**src/shared/dlr_pkg.sv**
```systemverilog
// Shared constants and types for the link, equalizer and back-channel register group
package dlr_pkg;
	// Register offsets
	localparam logic [7:0] OFS_EQ_CTL   = 8'h35;
	localparam logic [7:0] OFS_STRAP    = 8'h37;
	localparam logic [7:0] OFS_MCLK     = 8'h3A;
	localparam logic [7:0] OFS_EQ_STATE = 8'h3B;
	localparam logic [7:0] OFS_LINK     = 8'h41;
	localparam logic [7:0] OFS_HSCC     = 8'h43;
	localparam logic [7:0] OFS_FLOOR    = 8'h45;
	// Field positions
	localparam int EQ_RESTART_BIT  = 6;
	localparam int FLOOR_OVR_BIT   = 5;
	localparam int FLOOR_APPLY_BIT = 4;
	localparam int ONE_DONE_BIT    = 7;
	localparam int ONE_LSB         = 4;
	localparam int ZERO_DONE_BIT   = 3;
	localparam int ZERO_LSB        = 0;
	localparam int ODIV_OVR_BIT    = 7;
	localparam int ODIV_LSB        = 4;
	localparam int IDIV_OVR_BIT    = 2;
	localparam int IDIV_LSB        = 0;
	localparam int LINK_EN_BIT     = 4;
	localparam int LINK_THR_LSB    = 0;
	localparam int MISO_MODE_BIT   = 4;
	localparam int CPOL_BIT        = 3;
	localparam int BC_MODE_LSB     = 0;
	localparam int FLOOR_LSB       = 0;
	// Reset values and writable masks
	localparam logic [7:0] EQ_CTL_RST = 8'h00;
	localparam logic [7:0] MCLK_RST   = 8'h00;
	localparam logic [7:0] MCLK_WMASK = 8'hF7;
	localparam logic [7:0] LINK_RST   = 8'h03;
	localparam logic [7:0] HSCC_RST   = 8'h00;
	localparam logic [7:0] FLOOR_RST  = 8'h88;
	// Strap settle time before the decode is latched
	localparam int CLK_PERIOD_NS    = 50;
	localparam int STRAP_SETTLE_NS  = 2000;
	localparam int STRAP_SETTLE_CYC = (STRAP_SETTLE_NS + CLK_PERIOD_NS - 1) / CLK_PERIOD_NS;
	// Back-channel mode codes
	typedef enum logic [2:0] {
		BC_NORM_GPIO    = 3'h0,
		BC_HS_GPIO1     = 3'h1,
		BC_HS_GPIO2     = 3'h2,
		BC_HS_GPIO4     = 3'h3,
		BC_NORM_FWD_SPI = 3'h4,
		BC_NORM_REV_SPI = 3'h5,
		BC_HS_FWD_SPI   = 3'h6,
		BC_HS_REV_SPI   = 3'h7
	} dlr_bc_mode_e;
	// Strap decode sequence
	typedef enum logic [1:0] {STRAP_SETTLE, STRAP_ZERO, STRAP_ONE, STRAP_IDLE} dlr_strap_e;
	// Register request from the host side
	typedef struct packed {
		logic       wr;
		logic       rd;
		logic [7:0] addr;
		logic [7:0] wdata;
	} dlr_reg_req_s;
	// Decoded back-channel mode
	typedef struct packed {
		logic       high_speed;
		logic       spi_mode;
		logic       spi_reverse;
		logic [2:0] gpio_lanes;
	} dlr_bc_dec_s;
	// Divider state
	typedef struct packed {
		logic [4:0] cnt;
		logic       pulse;
	} dlr_div_s;
	// Register group state
	typedef struct packed {
		logic [7:0] eq_ctl;
		logic [7:0] mclk;
		logic [7:0] link;
		logic [7:0] hscc;
		logic [7:0] floor;
		logic [2:0] strap_one;
		logic [2:0] strap_zero;
		logic       one_done;
		logic       zero_done;
		dlr_strap_e strap_st;
		logic [5:0] settle_cnt;
		logic       restart_d;
		logic [1:0] restart_pls;
		logic [7:0] rdata;
		logic       ack;
		logic       lock;
		logic [3:0] err_cnt;
		logic       sclk_d;
		logic       launch;
		logic       sample;
		logic       miso;
		logic       miso_oe_n;
	} dlr_state_s;
endpackage

```
**src/design/dlr_pow2_div.sv**
```systemverilog
// Power-of-two divider producing one-cycle enable pulses from an input tick
`timescale 1ns/1ns
module dlr_pow2_div (
	// Clock and reset
	input  wire logic       sys_clk_i,
	input  wire logic       rst_i,
	// Tick in, ratio exponent, divided pulse out
	input  wire logic       tick_i,
	input  wire logic [2:0] exp_i,
	output logic            pulse_o
);
	dlr_pkg::dlr_div_s st_r;
	dlr_pkg::dlr_div_s st_nxt;
	logic [5:0]        limit;

	// Last count before wrap; exponent zero passes every tick
	assign limit = (6'h01 << exp_i) - 6'h01;

	// Count input ticks and wrap at the selected ratio
	always_comb begin
		st_nxt = st_r;
		st_nxt.pulse = 1'b0;
		if (tick_i) begin
			if ({1'b0, st_r.cnt} >= limit) begin
				st_nxt.cnt = 5'h00;
				st_nxt.pulse = 1'b1;
			end else begin
				st_nxt.cnt = st_r.cnt + 5'h01;
			end
		end
	end

	// Register the state
	always_ff @(posedge sys_clk_i) begin
		if (rst_i) begin
			st_r <= '0;
		end else begin
			st_r <= st_nxt;
		end
	end

	assign pulse_o = st_r.pulse;
endmodule

```
**src/design/dlr_regs.sv**
```systemverilog
// Link, equalizer, strap, audio clock divider and back-channel register group
// Summary of operation
// - Restart bit restarts equalizer adaptation from start
// - Restart acts on both receive ports together
// - Floor apply ignored without floor override enable
// - Override plus apply uses stored floor value
// - Each strap sets done flag once latched
// - Strap one upper field, strap zero lower
// - Output divider follows register only when overridden
// - Output code selects divide 32 down to 1
// - Input divider follows register only when overridden
// - Input code divides reference by 1,2,4,8
// - Enable bit turns link error counting on
// - Error counter on pixel rate, threshold resets 3
// - Both clock channels and data channel checked
// - Counting enabled: lock lost at threshold
// - Counting disabled: lock lost at first error
// - Reverse SPI: with MISO mode bit set, output tristated unless slave selected
// - Polarity bit chooses launch and sample edges
// - Mode codes 000 to 011 select GPIO modes
// - Mode codes 100 to 111 select SPI modes
// - Applied floor is 4-bit preset, reset 8
`timescale 1ns/1ns
module dlr_regs (
	// Clock and reset
	input  wire logic                 sys_clk_i,
	input  wire logic                 rst_i,
	// Register port
	input  wire dlr_pkg::dlr_reg_req_s reg_req_i,
	output logic [7:0]                reg_rdata_o,
	output logic                      reg_ack_o,
	// Port select for register access
	input  wire logic                 port_one_access_select_i,
	// Equalizer
	input  wire logic [5:0]           equalizer_state_p0_i,
	input  wire logic [5:0]           equalizer_state_p1_i,
	output logic [1:0]                equalizer_restart_o,
	output logic                      floor_active_o,
	output logic [3:0]                equalizer_start_level_o,
	// Strap inputs
	input  wire logic [2:0]           strap_zero_level_i,
	input  wire logic [2:0]           strap_one_level_i,
	// Audio master clock divider
	input  wire logic                 ref_tick_i,
	input  wire logic [2:0]           pll_output_code_i,
	input  wire logic [1:0]           pll_input_code_i,
	output logic                      osc_tick_o,
	output logic                      mclk_tick_o,
	// Link integrity
	input  wire logic                 pix_tick_i,
	input  wire logic                 err_clk0_i,
	input  wire logic                 err_clk1_i,
	input  wire logic                 err_data_channel_i,
	input  wire logic                 link_acquire_i,
	output logic                      link_lock_o,
	// Back channel and SPI
	input  wire logic                 spi_sclk_i,
	input  wire logic                 spi_ss_n_i,
	input  wire logic                 spi_miso_data_i,
	output dlr_pkg::dlr_bc_dec_s      bc_mode_o,
	output logic                      spi_launch_o,
	output logic                      spi_sample_o,
	output logic                      spi_miso_o,
	output logic                      spi_miso_oe_n_o
);
	dlr_pkg::dlr_state_s   st_r;
	dlr_pkg::dlr_state_s   st_nxt;
	dlr_pkg::dlr_bc_mode_e bc_mode;
	dlr_pkg::dlr_bc_dec_s  bc_dec;
	logic [2:0]            odiv_code;
	logic [1:0]            idiv_code;
	logic [2:0]            odiv_exp;
	logic                  floor_on;
	logic                  link_err;
	logic [4:0]            err_inc;
	logic                  sclk_rise;
	logic                  sclk_fall;
	logic                  launch_edge;
	logic                  sample_edge;
	logic                  osc_tick;

	// Floor only takes effect with both bits set, else adaptation starts at zero
	assign floor_on = st_r.eq_ctl[dlr_pkg::FLOOR_OVR_BIT]
		& st_r.eq_ctl[dlr_pkg::FLOOR_APPLY_BIT];
	assign floor_active_o = floor_on;
	assign equalizer_start_level_o = floor_on
		? st_r.floor[dlr_pkg::FLOOR_LSB +: 4] : 4'h0;
	assign equalizer_restart_o = st_r.restart_pls;

	// Divider codes come from the register only while overridden
	assign odiv_code = st_r.mclk[dlr_pkg::ODIV_OVR_BIT]
		? st_r.mclk[dlr_pkg::ODIV_LSB +: 3] : pll_output_code_i;
	assign idiv_code = st_r.mclk[dlr_pkg::IDIV_OVR_BIT]
		? st_r.mclk[dlr_pkg::IDIV_LSB +: 2] : pll_input_code_i;

	// Output code to ratio exponent: 32,16,8,4,2,2,1,1
	always_comb begin
		case (odiv_code)
			3'h0:    odiv_exp = 3'h5;
			3'h1:    odiv_exp = 3'h4;
			3'h2:    odiv_exp = 3'h3;
			3'h3:    odiv_exp = 3'h2;
			3'h4,
			3'h5:    odiv_exp = 3'h1;
			default: odiv_exp = 3'h0;
		endcase
	end

	// Reference into the oscillator, divided by 2 to the code
	dlr_pow2_div u_in_div (
		.sys_clk_i (sys_clk_i),
		.rst_i     (rst_i),
		.tick_i    (ref_tick_i),
		.exp_i     ({1'b0, idiv_code}),
		.pulse_o   (osc_tick)
	);

	// Oscillator output divided down to the audio master clock rate
	dlr_pow2_div u_out_div (
		.sys_clk_i (sys_clk_i),
		.rst_i     (rst_i),
		.tick_i    (osc_tick),
		.exp_i     (odiv_exp),
		.pulse_o   (mclk_tick_o)
	);
	assign osc_tick_o = osc_tick;

	// Any of the two clock channels or the data channel flags an error
	assign link_err = pix_tick_i
		& (err_clk0_i | err_clk1_i | err_data_channel_i);
	assign err_inc = {1'b0, st_r.err_cnt} + 5'h01;

	// Back-channel mode decode
	assign bc_mode = dlr_pkg::dlr_bc_mode_e'(st_r.hscc[dlr_pkg::BC_MODE_LSB +: 3]);
	always_comb begin
		bc_dec = '0;
		case (bc_mode)
			dlr_pkg::BC_NORM_GPIO: bc_dec.gpio_lanes = 3'h1;
			dlr_pkg::BC_HS_GPIO1: begin
				bc_dec.high_speed = 1'b1;
				bc_dec.gpio_lanes = 3'h1;
			end
			dlr_pkg::BC_HS_GPIO2: begin
				bc_dec.high_speed = 1'b1;
				bc_dec.gpio_lanes = 3'h2;
			end
			dlr_pkg::BC_HS_GPIO4: begin
				bc_dec.high_speed = 1'b1;
				bc_dec.gpio_lanes = 3'h4;
			end
			dlr_pkg::BC_NORM_FWD_SPI: bc_dec.spi_mode = 1'b1;
			dlr_pkg::BC_NORM_REV_SPI: begin
				bc_dec.spi_mode = 1'b1;
				bc_dec.spi_reverse = 1'b1;
			end
			dlr_pkg::BC_HS_FWD_SPI: begin
				bc_dec.high_speed = 1'b1;
				bc_dec.spi_mode = 1'b1;
			end
			dlr_pkg::BC_HS_REV_SPI: begin
				bc_dec.high_speed = 1'b1;
				bc_dec.spi_mode = 1'b1;
				bc_dec.spi_reverse = 1'b1;
			end
			default: bc_dec = '0;
		endcase
	end
	assign bc_mode_o = bc_dec;

	// Serial clock edges; polarity zero launches on fall, samples on rise
	assign sclk_rise = spi_sclk_i & ~st_r.sclk_d;
	assign sclk_fall = ~spi_sclk_i & st_r.sclk_d;
	assign launch_edge = st_r.hscc[dlr_pkg::CPOL_BIT] ? sclk_rise : sclk_fall;
	assign sample_edge = st_r.hscc[dlr_pkg::CPOL_BIT] ? sclk_fall : sclk_rise;

	// Next state of the whole group
	always_comb begin
		st_nxt = st_r;
		st_nxt.ack = 1'b0;

		// Register writes; read-only bits are masked out
		if (reg_req_i.wr) begin
			case (reg_req_i.addr)
				dlr_pkg::OFS_EQ_CTL: st_nxt.eq_ctl = reg_req_i.wdata;
				dlr_pkg::OFS_MCLK:   st_nxt.mclk = reg_req_i.wdata & dlr_pkg::MCLK_WMASK;
				dlr_pkg::OFS_LINK:   st_nxt.link = reg_req_i.wdata;
				dlr_pkg::OFS_HSCC:   st_nxt.hscc = reg_req_i.wdata;
				dlr_pkg::OFS_FLOOR:  st_nxt.floor = reg_req_i.wdata;
				default:             st_nxt.ack = 1'b0;
			endcase
			st_nxt.ack = 1'b1;
		end

		// Register reads; unmapped offsets return zero
		if (reg_req_i.rd) begin
			st_nxt.ack = 1'b1;
			case (reg_req_i.addr)
				dlr_pkg::OFS_EQ_CTL:   st_nxt.rdata = st_r.eq_ctl;
				dlr_pkg::OFS_STRAP:    st_nxt.rdata = {st_r.one_done, st_r.strap_one,
					st_r.zero_done, st_r.strap_zero};
				dlr_pkg::OFS_MCLK:     st_nxt.rdata = st_r.mclk;
				dlr_pkg::OFS_EQ_STATE: st_nxt.rdata = {2'h0, port_one_access_select_i
					? equalizer_state_p1_i : equalizer_state_p0_i};
				dlr_pkg::OFS_LINK:     st_nxt.rdata = st_r.link;
				dlr_pkg::OFS_HSCC:     st_nxt.rdata = st_r.hscc;
				dlr_pkg::OFS_FLOOR:    st_nxt.rdata = st_r.floor;
				default:               st_nxt.rdata = 8'h00;
			endcase
		end

		// Restart fires once per rising edge of the stored bit, on both ports,
		// so the host must clear it before another restart can be requested
		st_nxt.restart_d = st_r.eq_ctl[dlr_pkg::EQ_RESTART_BIT];
		st_nxt.restart_pls = {2{st_r.eq_ctl[dlr_pkg::EQ_RESTART_BIT]
			& ~st_r.restart_d}};

		// Strap decode: wait for pins to settle, then latch zero, then one
		case (st_r.strap_st)
			dlr_pkg::STRAP_SETTLE: begin
				if (st_r.settle_cnt == 6'(dlr_pkg::STRAP_SETTLE_CYC - 1)) begin
					st_nxt.strap_st = dlr_pkg::STRAP_ZERO;
				end else begin
					st_nxt.settle_cnt = st_r.settle_cnt + 6'h01;
				end
			end
			dlr_pkg::STRAP_ZERO: begin
				st_nxt.strap_zero = strap_zero_level_i;
				st_nxt.zero_done = 1'b1;
				st_nxt.strap_st = dlr_pkg::STRAP_ONE;
			end
			dlr_pkg::STRAP_ONE: begin
				st_nxt.strap_one = strap_one_level_i;
				st_nxt.one_done = 1'b1;
				st_nxt.strap_st = dlr_pkg::STRAP_IDLE;
			end
			dlr_pkg::STRAP_IDLE: st_nxt.strap_st = dlr_pkg::STRAP_IDLE;
			default: st_nxt.strap_st = dlr_pkg::STRAP_SETTLE;
		endcase

		// Link lock: acquisition wins over a same-cycle error
		if (link_acquire_i) begin
			st_nxt.lock = 1'b1;
			st_nxt.err_cnt = 4'h0;
		end else if (link_err && st_r.lock) begin
			if (st_r.link[dlr_pkg::LINK_EN_BIT]) begin
				if (err_inc >= {1'b0, st_r.link[dlr_pkg::LINK_THR_LSB +: 4]}) begin
					st_nxt.lock = 1'b0;
					st_nxt.err_cnt = 4'h0;
				end else begin
					st_nxt.err_cnt = err_inc[3:0];
				end
			end else begin
				st_nxt.lock = 1'b0;
				st_nxt.err_cnt = 4'h0;
			end
		end

		// SPI edges and the reverse-mode output driver
		st_nxt.sclk_d = spi_sclk_i;
		st_nxt.launch = launch_edge;
		st_nxt.sample = sample_edge;
		if (bc_dec.spi_reverse && launch_edge) begin
			st_nxt.miso = spi_miso_data_i;
		end
		// Only drive in reverse SPI; bused setups release the line when deselected
		if (bc_dec.spi_reverse) begin
			st_nxt.miso_oe_n = st_r.hscc[dlr_pkg::MISO_MODE_BIT] & spi_ss_n_i;
		end else begin
			st_nxt.miso_oe_n = 1'b1;
		end
	end

	// Register the state
	always_ff @(posedge sys_clk_i) begin
		if (rst_i) begin
			st_r <= '0;
			st_r.eq_ctl <= dlr_pkg::EQ_CTL_RST;
			st_r.mclk <= dlr_pkg::MCLK_RST;
			st_r.link <= dlr_pkg::LINK_RST;
			st_r.hscc <= dlr_pkg::HSCC_RST;
			st_r.floor <= dlr_pkg::FLOOR_RST;
			st_r.strap_st <= dlr_pkg::STRAP_SETTLE;
			st_r.miso_oe_n <= 1'b1;
		end else begin
			st_r <= st_nxt;
		end
	end

	// Outputs
	assign reg_rdata_o = st_r.rdata;
	assign reg_ack_o = st_r.ack;
	assign link_lock_o = st_r.lock;
	assign spi_launch_o = st_r.launch;
	assign spi_sample_o = st_r.sample;
	assign spi_miso_o = st_r.miso;
	assign spi_miso_oe_n_o = st_r.miso_oe_n;
endmodule

```
**config.mk**
```make
export PLATFORM = sky130hd
export DESIGN_NAME = dlr_regs
export DESIGN_NICKNAME = d
export VERILOG_FILES = /design/src/shared/dlr_pkg.sv /design/src/design/dlr_pow2_div.sv /design/src/design/dlr_regs.sv
export SDC_FILE = /design/constraint.sdc
export NUM_CORES = 1
export LEC_CHECK = 0
export BUFFER_PORTS_ARGS = -buffer_cell sky130_fd_sc_hd__buf_2
export CAP_MARGIN = 15
export CORE_MARGIN = 4
export CORE_UTILIZATION = 27
export CTS_BUF_LIST = sky130_fd_sc_hd__clkbuf_4 sky130_fd_sc_hd__clkbuf_8 sky130_fd_sc_hd__clkbuf_16
export DETAILED_ROUTE_END_ITERATION = 8
export SLEW_MARGIN = 20
export SYNTH_ARGS = -nofsm -noshare
export SYNTH_HDL_FRONTEND = slang
export SYNTH_SLANG_ARGS = --single-unit
```
**constraint.sdc**
```tcl
create_clock -name sys_clk_i -period 3.49 [get_ports sys_clk_i]
set_clock_uncertainty 0.2 [all_clocks]
set_input_delay 0.349 -clock sys_clk_i [delete_from_list [all_inputs] [get_ports sys_clk_i]]
set_output_delay 0.349 -clock sys_clk_i [all_outputs]
set_load 0.03 [all_outputs]
```
# Word level (Yosys, flattened, before mapping)
# Cells that the tools add are included.
[word_totals] word_cells=125 out_inout_bits=29 in_bits=53 register_bits=88
[op_classes] n_addsub=6 n_eq_ne=25 order_cmp=3 n_reduce_logical=23 shifts=2 mux=25 n_bitwise=15
[ops] cell="$pmux 8 s7" count=1
[ops] cell="$eq 8x6->1 const B" count=4
[ops] cell="$mux 5" count=5
[ops] cell="$eq 8x7->1 const B" count=3
[ops] cell="$eq 3x3->1 const B" count=6
[ops] cell="$reduce_or 2->1" count=8
[ops] cell="$pmux 3 s5" count=1
[ops] cell="$reduce_and 2->1" count=7
[ops] cell="$eq 3x2->1 const B" count=4
[ops] cell="$ge 5x6->1" count=2
[ops] cell="$sub 6x1->6 const B" count=2
[ops] cell="$add 5x1->5 const B" count=2
[ops] cell="$mux 1" count=10
[ops] cell="$pmux 3 s3" count=1
[ops] cell="$mux 4" count=2
[ops] cell="$not 1->1" count=7
[ops] cell="$add 6x1->6 const B" count=1
[ops] cell="$and 1x1->1" count=6
[ops] cell="$eq 3x1->1 const B" count=2
[ops] cell="$eq 6x6->1 const B" count=1
[ops] cell="$logic_not 3->1" count=2
[ops] cell="$mux 6" count=1
[ops] cell="$pmux 2 s3" count=1
[ops] cell="$shl 1x2->6 const A" count=1
[ops] cell="other kinds (15)" count=19

# Logic depth before layout (Yosys ltp)
# Gate-level depths: netlist of run 1.
[logic_depth] depth_word=8 depth_mapped=9 mapped_depth_nobuf=8

# By module
# From an unflattened synthesis of run 1, not the netlist that was laid out.
[unflattened] hier_cells=531 area_unflattened_um2=4555.6
[by_module_without_submodules] module="dlr_regs" cells_each=449 instances=1 area_per_inst_um2=3739.8 seq_area_each_um2=1521.5
[by_module_without_submodules] module="dlr_pow2_div" cells_each=41 instances=2 area_per_inst_um2=407.9 seq_area_each_um2=120.1

# Worst setup path before layout of run 1
# OpenSTA, ideal clock, no wires.
[synth_path] path_kind="flip-flop to flip-flop" startpoint="register st_r[69] in the netlist's numbering" endpoint="register u_out_div.st_r[1] in the netlist's numbering" arrival_time_ns=2.161 synth_period_minus_slack_ns=2.426 required_ns=3.226 setup_slack_ns=1.064 path_stages_with_launch=10 n_path_buf=1 setup_time_ns=0.064 path_cell_list="dfxtp_1 > clkbuf_1 > mux2i_1 > or2_2 > ha_1 > nand2b_1 > a21o_1 > a21o_1 > a221o_1 > nor2_1"
[synth_between] elab_chain_len=8 word_cells_on_any_way=13 cone_classes="1 x add/sub; 1 x order compare; 5 x eq/ne; 1 x shift; 3 x mux; 2 x reduce/logical"
[synth_lines] item="from (decl)" line_no="dlr_regs.sv:66" source="dlr_pkg::dlr_state_s st_r;"
[synth_lines] item="from (signal assigned)" line_no="dlr_regs.sv:285" source="st_r <= st_nxt;"
[synth_lines] item="$mux 3 *" line_no="dlr_regs.sv:92" source="? st_r.mclk[dlr_pkg::ODIV_LSB +: 3] : pll_output_code_i;"
[synth_lines] item="$eq 3x3->1" line_no="dlr_regs.sv:98" source="case (odiv_code)"
[synth_lines] item="$reduce_or 2->1" line_no="dlr_regs.sv:98"
[synth_lines] item="$pmux 3 s5 *" line_no="dlr_regs.sv:98"
[synth_lines] item="$shl 1x3->6 *" line_no="dlr_pow2_div.sv:17" source="assign limit = (6'h01 << exp_i) - 6'h01;"
[synth_lines] item="$sub 6x1->6 *" line_no="dlr_pow2_div.sv:17"
[synth_lines] item="$ge 5x6->1 *" line_no="dlr_pow2_div.sv:24" source="if ({1'b0, st_r.cnt} >= limit) begin"
[synth_lines] item="$mux 5 *" line_no="dlr_pow2_div.sv:24"
[synth_lines] item="to (signal assigned)" line_no="dlr_pow2_div.sv:38" source="st_r <= st_nxt;"
[synth_lines] item="to (decl)" line_no="dlr_pow2_div.sv:12" source="dlr_pkg::dlr_div_s st_r;"
# Every way passes the cells marked *; elsewhere a longest branch is shown, timed or not.
# A chain may end at the register's enable or synchronous reset.

# Worst setup path after layout of run 1
# Ends and elaborated chain as after synthesis.

==> flow_summary.yaml, run 1 <==
run_status:
  status: "completed"
clocking:
  post_cts_buffers: 0
  htree_levels: 3
  ctsRootBufferMaster: "clkbuf_16"
  ctsHoldBuffers: 0
  cts_buffer_depth: 2
  clk_latency_ns: 0.34
  clock-sinks: 88
  cts_tree: "yes"
  cts_made_buffers: 9
  cts_resized: 0
  cts.clk_slew.worst_paths_ns: 0.06
synth:
  synthesis.nets: 555
  syn_area_per_cell_um2: 9.02
  ys_ff_latch: 88
  synth_top_area_share_pct: 40.3
  netlist_top_cells_area: "dfxtp_1, mux2i_1, nor2_1"
  synth_flop_cell: "dfxtp_1"
  ys_seq_area_share_pct: 40.3
  syn_inst: 485
  synth.cell_area_um2: 4370
  yosysWarnings: 0
  yosysTopAreaCell: "dfxtp_1"
  async_flop_share_pct: 0
  synth_cell_types: 49
  synth-edff-count: 0
timing:
  max_freq_ghz: 0.398
  finalHoldViolCount: 0
  relSlewSlack_pct: 44.0
  post-route-period-util_pct: 72.1
  setup_viol: 0
  drv_slew: 0
  worst_pin_slew_ns: 0.837
  whs_ns: 0.0396
  period_minus_slack_ns: 2.51
  rsz0062_at_grt: "false"
  layout_setup_ws_ns: 0.975
  tns_ns: 0
route:
  wl_met1_mm: 5.19
  wl_met3_um: 641
  drt_iter0_markers: 204
  drt-total-wl_mm: 10.7
  wl_per_cell_um: 13.9
  vias: 3419
  top_layer_used: "met4"
  dr_wl_met2_mm: 4.69
  ant_nets: 0
  viasPerCell: 4.47
  drc: 0
  drtPass1Iterations: 4
power:
  total_power_mw: 2.20
  powerDensity_nw_per_um2: 426
  ir_worst_vdd_mv: 0.219
  total_leakage_power_nw: 2.37
global_routing:
  grt_max_degree: 66
  antenna_found_initial: 0
  grt-ovfl-total: 0
  grt_pass1_vias: 3214
  grt_first_pass_wirelength_mm: 16.6
  grt_use_total_pct: 11.7
floorplanning:
  row_count: 46
  die_area_um2: 18300
  die_h_um: 135
  initial_core_util_pct: 27.5
  coreArea_um2: 15900
  die_w_um: 135
  io_pins: 82
cells_and_area:
  antenna_cells: 0
  fillers: 1679
  final_nets: 616
  drive_gt1_share_pct: 19.9
  final-seq-area_um2: 1760
  syn_to_final_growth_pct: 18.1
  multi_input_area_um2: 2360
worst_setup_path:
  end_kind: "register"
  crit_arrival_ns: 2.59
  cp-start-kind: "register"
  critPathMaxFanout: 7
  crit_required_ns: 3.57
  setup.worst_path.class: "register to register"
run:
  drv_cap: 0
placement:
  io_buffers: 81
  dpl.hpwl_mm: 8.01
  place.gp.congestion: 0.771
  post-place-ws_ns: 0.995
worst_hold_path:
  hold_path.class: "input port to register"
through the flow:
stage / area, um2 / utilization [%] / cells
floorplan: 4370 / - / 485
global placement: 4890 / 30.8 / 751
detailed placement: 4890 / 30.8 / 751
CTS: 5170 / 32.5 / 765
global route: 5170 / 32.5 / 765
finish: 5170 / 32.5 / 765
cells in the mapped netlist, types with 2 or more instances:
library cell	n
nor3b_1	4
inv_1	15
buf_2	2
or2_2	3
buf_1	2
nor2_1	89
nand3_1	4
nand2b_1	4
o21ai_1	2
nor2b_1	10
and3_1	7
dfxtp_1	88
and2_1	2
buf_6	3
mux2_2	2
mux2i_1	69
a21oi_1	12
buf_4	11
nand2_1	36
ha_1	17
a211o_1	9
nor3_1	4
a31oi_1	2
a22oi_1	4
clkbuf_1	15
xnor2_1	6
nand3_2	2
a21o_1	6
nand3b_1	2
o21ai_0	16
xor2_1	12
nand4_1	6
a221oi_1	3
cells by family after synthesis:
logic type | Yosys count | synth area share [%]
other cells | 1 | 0.0858
mux | 71 | 16.3
flops | 88 | 40.3
compound gates | 63 | 9.76
fa+ha+maj | 17 | 4.86
simple gates | 179 | 19.5
buf+inv | 48 | 5.64
xor+xnor | 18 | 3.61
power breakdown:
part | internal (mW) | leakage, nW | switching, mW
clock | 0.552 | 0.138 | 0.386
sequential | 1.03 | 0.712 | 0.0235
combinational | 0.0907 | 1.52 | 0.118
total | 1.67 | 2.37 | 0.528
cell type report:
class	count	area share, %
clock buffer	10	4.50
inverter	15	1.09
multi-input combinational	349	45.8
timing repair buffer	83	8.38
sequential	88	34.1
clock inverter	4	0.920
tap	216	5.23
worst max-delay path, cell delays in order, from the launching register on:
cell      delay (ns)
dfxtp_1         0.49
mux2i_1         0.18
or2_2           0.32
ha_1            0.27
nand2b_1        0.14
a21o_1          0.17
a21o_1          0.18
a221o_1         0.39
nor2_1          0.12
layout by cell type (no fill, tap or decap), types with 3 or more instances in the layout:
master / instances
nor3_1: 4
nand2b_1: 4
and3_1: 7
a21o_1: 6
mux2i_1: 69
xor2_1: 12
nand3_1: 4
buf_2: 81
a211o_1: 9
dfxtp_1: 88
nand4_1: 6
o21ai_0: 16
nor2b_1: 10
a221oi_1: 3
a22oi_1: 4
nand2_1: 36
clkbuf_16: 9
or2_2: 3
ha_1: 17
nor2_1: 89
nor3b_1: 4
inv_1: 15
xnor2_1: 6
a21oi_1: 12
worst paths after layout:
check / from / depth (start not counted) / endpoint / slack [ns]
worst max-delay path: st_r[69] / 8 / u_out_div.st_r[1] / 0.98
worst min-delay path: spi_ss_n_i / 3 / spi_miso_oe_n_o / 0.04
worst max register to register: st_r[69] / 8 / u_out_div.st_r[1] / 0.98
worst min register to register: st_r[21] / 1 / equalizer_restart_o[0] / 0.18
flip-flops by register name, indices dropped and copies added, names as in the netlist:
signal / count
u_out_div.pulse_o: 1
equalizer_restart_o: 1
spi_miso_o: 1
link_lock_o: 1
bc_mode: 3
spi_sample_o: 1
st_nxt: 1
u_in_div.pulse_o: 1
spi_miso_oe_n_o: 1
st_r: 57
reg_rdata_o: 8
spi_launch_o: 1
u_in_div.st_r: 5
u_out_div.st_r: 5
reg_ack_o: 1
metal layers:
metal	GRT usage, %	vias up
li1	-	1776
met1	15.9	1555
met2	18.2	79
met3	2.97	9
met4	3.86	0
met5	0	-
(Power assumes the default switching activity.)
==> run 2, diff against run 1 <==
--- a/config.mk
+++ b/config.mk
@@ -5,6 +5,7 @@
 export SDC_FILE = /design/constraint.sdc
 export NUM_CORES = 1
 export LEC_CHECK = 0
+export ABC_AREA = 1
 export BUFFER_PORTS_ARGS = -buffer_cell sky130_fd_sc_hd__buf_2
 export CAP_MARGIN = 15
 export CORE_MARGIN = 4
==> constraint.sdc (replaced) <==
create_clock -name sys_clk_i -period 2.3 [get_ports sys_clk_i]
set_clock_uncertainty 0.2 [all_clocks]
set_input_delay 0.23 -clock sys_clk_i [delete_from_list [all_inputs] [get_ports sys_clk_i]]
set_output_delay 0.23 -clock sys_clk_i [all_outputs]
set_load 0.03 [all_outputs]
==> flow_summary.yaml, run 2 <==
run_status:
  status: "completed"
worst_setup_path:
  setup.worst_path.class: "register to register"
  cpMostUsedCell: "nand2_1"
  cp_top_family: "simple AND/OR/NAND/NOR gates"
  crit_chain: "inv_1 -> nand2_1 -> o21ai_0 -> or2_2 -> ha_1 -> inv_1 -> nor2_1 -> nand4_1 -> nand3_1 -> nand2_1 -> nand2_1 -> nor3_1"
  crit_arrival_ns: 2.11
  critPathSlowestCell: "dfxtp_1"
  crit_required_ns: 2.33
  end_kind: "register"
  max_stage_delay_ns: 0.34
  cp-start-kind: "register"
  r2r_cells: 12
  r2r_end: "u_in_div.st_r[1]"
  worstPathBufferInverterCount: 2
  r2r_slack_ns: 0.21
  reg2reg_from: "st_r[63]"
  critPathMaxFanout: 5
timing:
  relSlewSlack_pct: 64.9
  max_freq_ghz: 0.479
  finalHoldViolCount: 0
  period_minus_slack_ns: 2.09
  setup_viol: 0
  drv_slew: 0
  worst_pin_slew_ns: 0.526
  tns_ns: 0
  layout_setup_ws_ns: 0.213
  post-route-period-util_pct: 90.7
  rsz0062_at_grt: "false"
synth:
  synth_common_cells: "nand2_1, dfxtp_1, inv_1"
  synth.cell_area_um2: 4540
  syn_area_per_cell_um2: 7.03
  yosysMostFrequentCell: "nand2_1"
  netlist_top_cells_area: "dfxtp_1, nand2_1, inv_1"
  synthesis.nets: 716
  synth_flop_cell: "dfxtp_1"
  synth_cell_types: 34
  yosysTopAreaCell: "dfxtp_1"
  yosysWarnings: 0
  synth_top_area_share_pct: 38.8
  async_flop_share_pct: 0
  ys_seq_area_share_pct: 38.8
  syn_inst: 646
  synth-edff-count: 0
  ys_ff_latch: 88
route:
  drt-total-wl_mm: 11.8
  ant_nets: 0
  wl_per_cell_um: 12.4
  drtPass1Iterations: 4
  vias: 4142
  viasPerCell: 4.35
  drt_iter0_markers: 200
  drc: 0
cells_and_area:
  final_util_pct: 33.5
  final_cell_mix: "nand2_1, inv_1, dfxtp_1"
  syn_to_final_growth_pct: 21.8
  layout_commonest_cell: "nand2_1"
  final_nets: 798
  regMostFlops: "st_r"
  antenna_cells: 0
  drive_gt1_share_pct: 18.1
  final_area_um2: 5530
  largest_reg_flops: 57
power:
  total_power_mw: 3.38
  powerDensity_nw_per_um2: 610
  ir_worst_vdd_mv: 0.355
  total_leakage_power_nw: 2.64
global_routing:
  grt_use_total_pct: 12.5
  grt_use_met2_pct: 20.6
  grt_max_degree: 53
  grt_first_pass_wirelength_mm: 18.7
  antenna_found_initial: 1
  top_usage_layer: "met2"
  met3_usage_pct: 2.37
  grt_pass1_vias: 3812
  grtUsageMet1_pct: 16.7
  grt-ovfl-total: 0
worst_hold_path:
  hold_path.class: "input port to register"
  min_to: "reg_rdata_o[4]"
  hold_path_startpoint: "reg_req_i[16]"
  whs_path_depth: 3
clocking:
  clock-sinks: 88
  clk_latency_ns: 0.34
  ctsRootBufferMaster: "clkbuf_16"
  cts_buffer_depth: 2
  cts.clk_slew.worst_paths_ns: 0.06
  cts_made_buffers: 9
  htree_levels: 3
  cts_tree: "yes"
run:
  drv_cap: 0
floorplanning:
  die_area_um2: 19000
  initial_core_util_pct: 27.5
  io_pins: 82
  coreArea_um2: 16500
  die_w_um: 138
  die_h_um: 138
  row_count: 47
placement:
  io_buffers: 81
  place.gp.congestion: 0.826
  dpl.hpwl_mm: 8.90
  post-place-ws_ns: 0.192
  post_dp_cell_area_um2: 5100
run 2: changes by cell type in the layout (fill, tap and decap cells not counted), moves of 7 or more:
cell and change:
nand2_1 +71, a211o_1 -9, buf_4 +8, mux2i_1 -66, dlygate4sd3_1 +13, inv_1 +72
nor2b_1 -10, and3_1 -7, nand3_1 +55, o21ai_0 +35, a21oi_1 +36
run 2: worst max-delay path by stage:
stage / start / endpoint / depth (start not counted)
after floorplan: st_r[64] / u_in_div.st_r[1] / 10
final: st_r[63] / u_in_div.st_r[1] / 12
after detailed placement: st_r[69] / u_out_div.st_r[1] / 13
after global routing: st_r[67] / u_out_div.st_r[3] / 14
after global placement: st_r[64] / u_in_div.st_r[1] / 10
after CTS: st_r[69] / u_out_div.st_r[1] / 13
run 2: through the flow:
| stage | std cells | hold slack, ns |
|---|---|---|
| after floorplan | 646 | 0.155 |
| after global placement | 924 | 0.212 |
| after detailed placement | 924 | 0.214 |
| after CTS | 953 | 0.00873 |
| after global routing | 953 | 0.0162 |
| final | 953 | 0.0136 |
run 2: repair_timing:
item                                    4_1_cts  5_1_grt
endpoints found under the hold margin        15        0
endpoints found under the setup margin        0        5
resized for setup                             0        5
setup buffers                                 0        0
hold buffers                                 13        0
run 2: area by class of cell:
cell class                 count  area [um2]
clock buffer                  10         233
clock inverter                 6        60.1
fill                        1781       11000
inverter                      91         342
multi-input combinational    435        2260
sequential                    88        1760
tap                          220         275
timing repair buffer         103         603
run 2: cells by family (layout without fill, tap and decap cells):
family / after synthesis / after routing / share of synthesized area, %
AOI/OAI and AO/OA: 117 / 117 / 13.5
xor gates and xnor gates: 10 / 10 / 1.93
adders and majority gates: 17 / 17 / 4.68
buffers and inverters: 123 / 210 / 11.8
DFF: 88 / 88 / 38.8
muxes: 3 / 3 / 0.661
other: 1 / 1 / 0.0825
and+or+nand+nor: 287 / 287 / 28.6
run 2: tightest hold or removal path, delay by kind of cell:
kind,cells,cell delay [ns]
buf+inv,1,0.15
simple gates,1,0.08
compound gates,1,0.05
run 2: power breakdown:
part	internal, mW	switching, mW
Combinational	0.127	0.208
Clock	0.848	0.597
Sequential	1.57	0.0314
run 2: layer usage:
metal	vias to the layer above	wire length, um
li1	2228	-
met1	1818	5820
met2	81	5380
met3	13	476
met4	2	156
met5	-	7
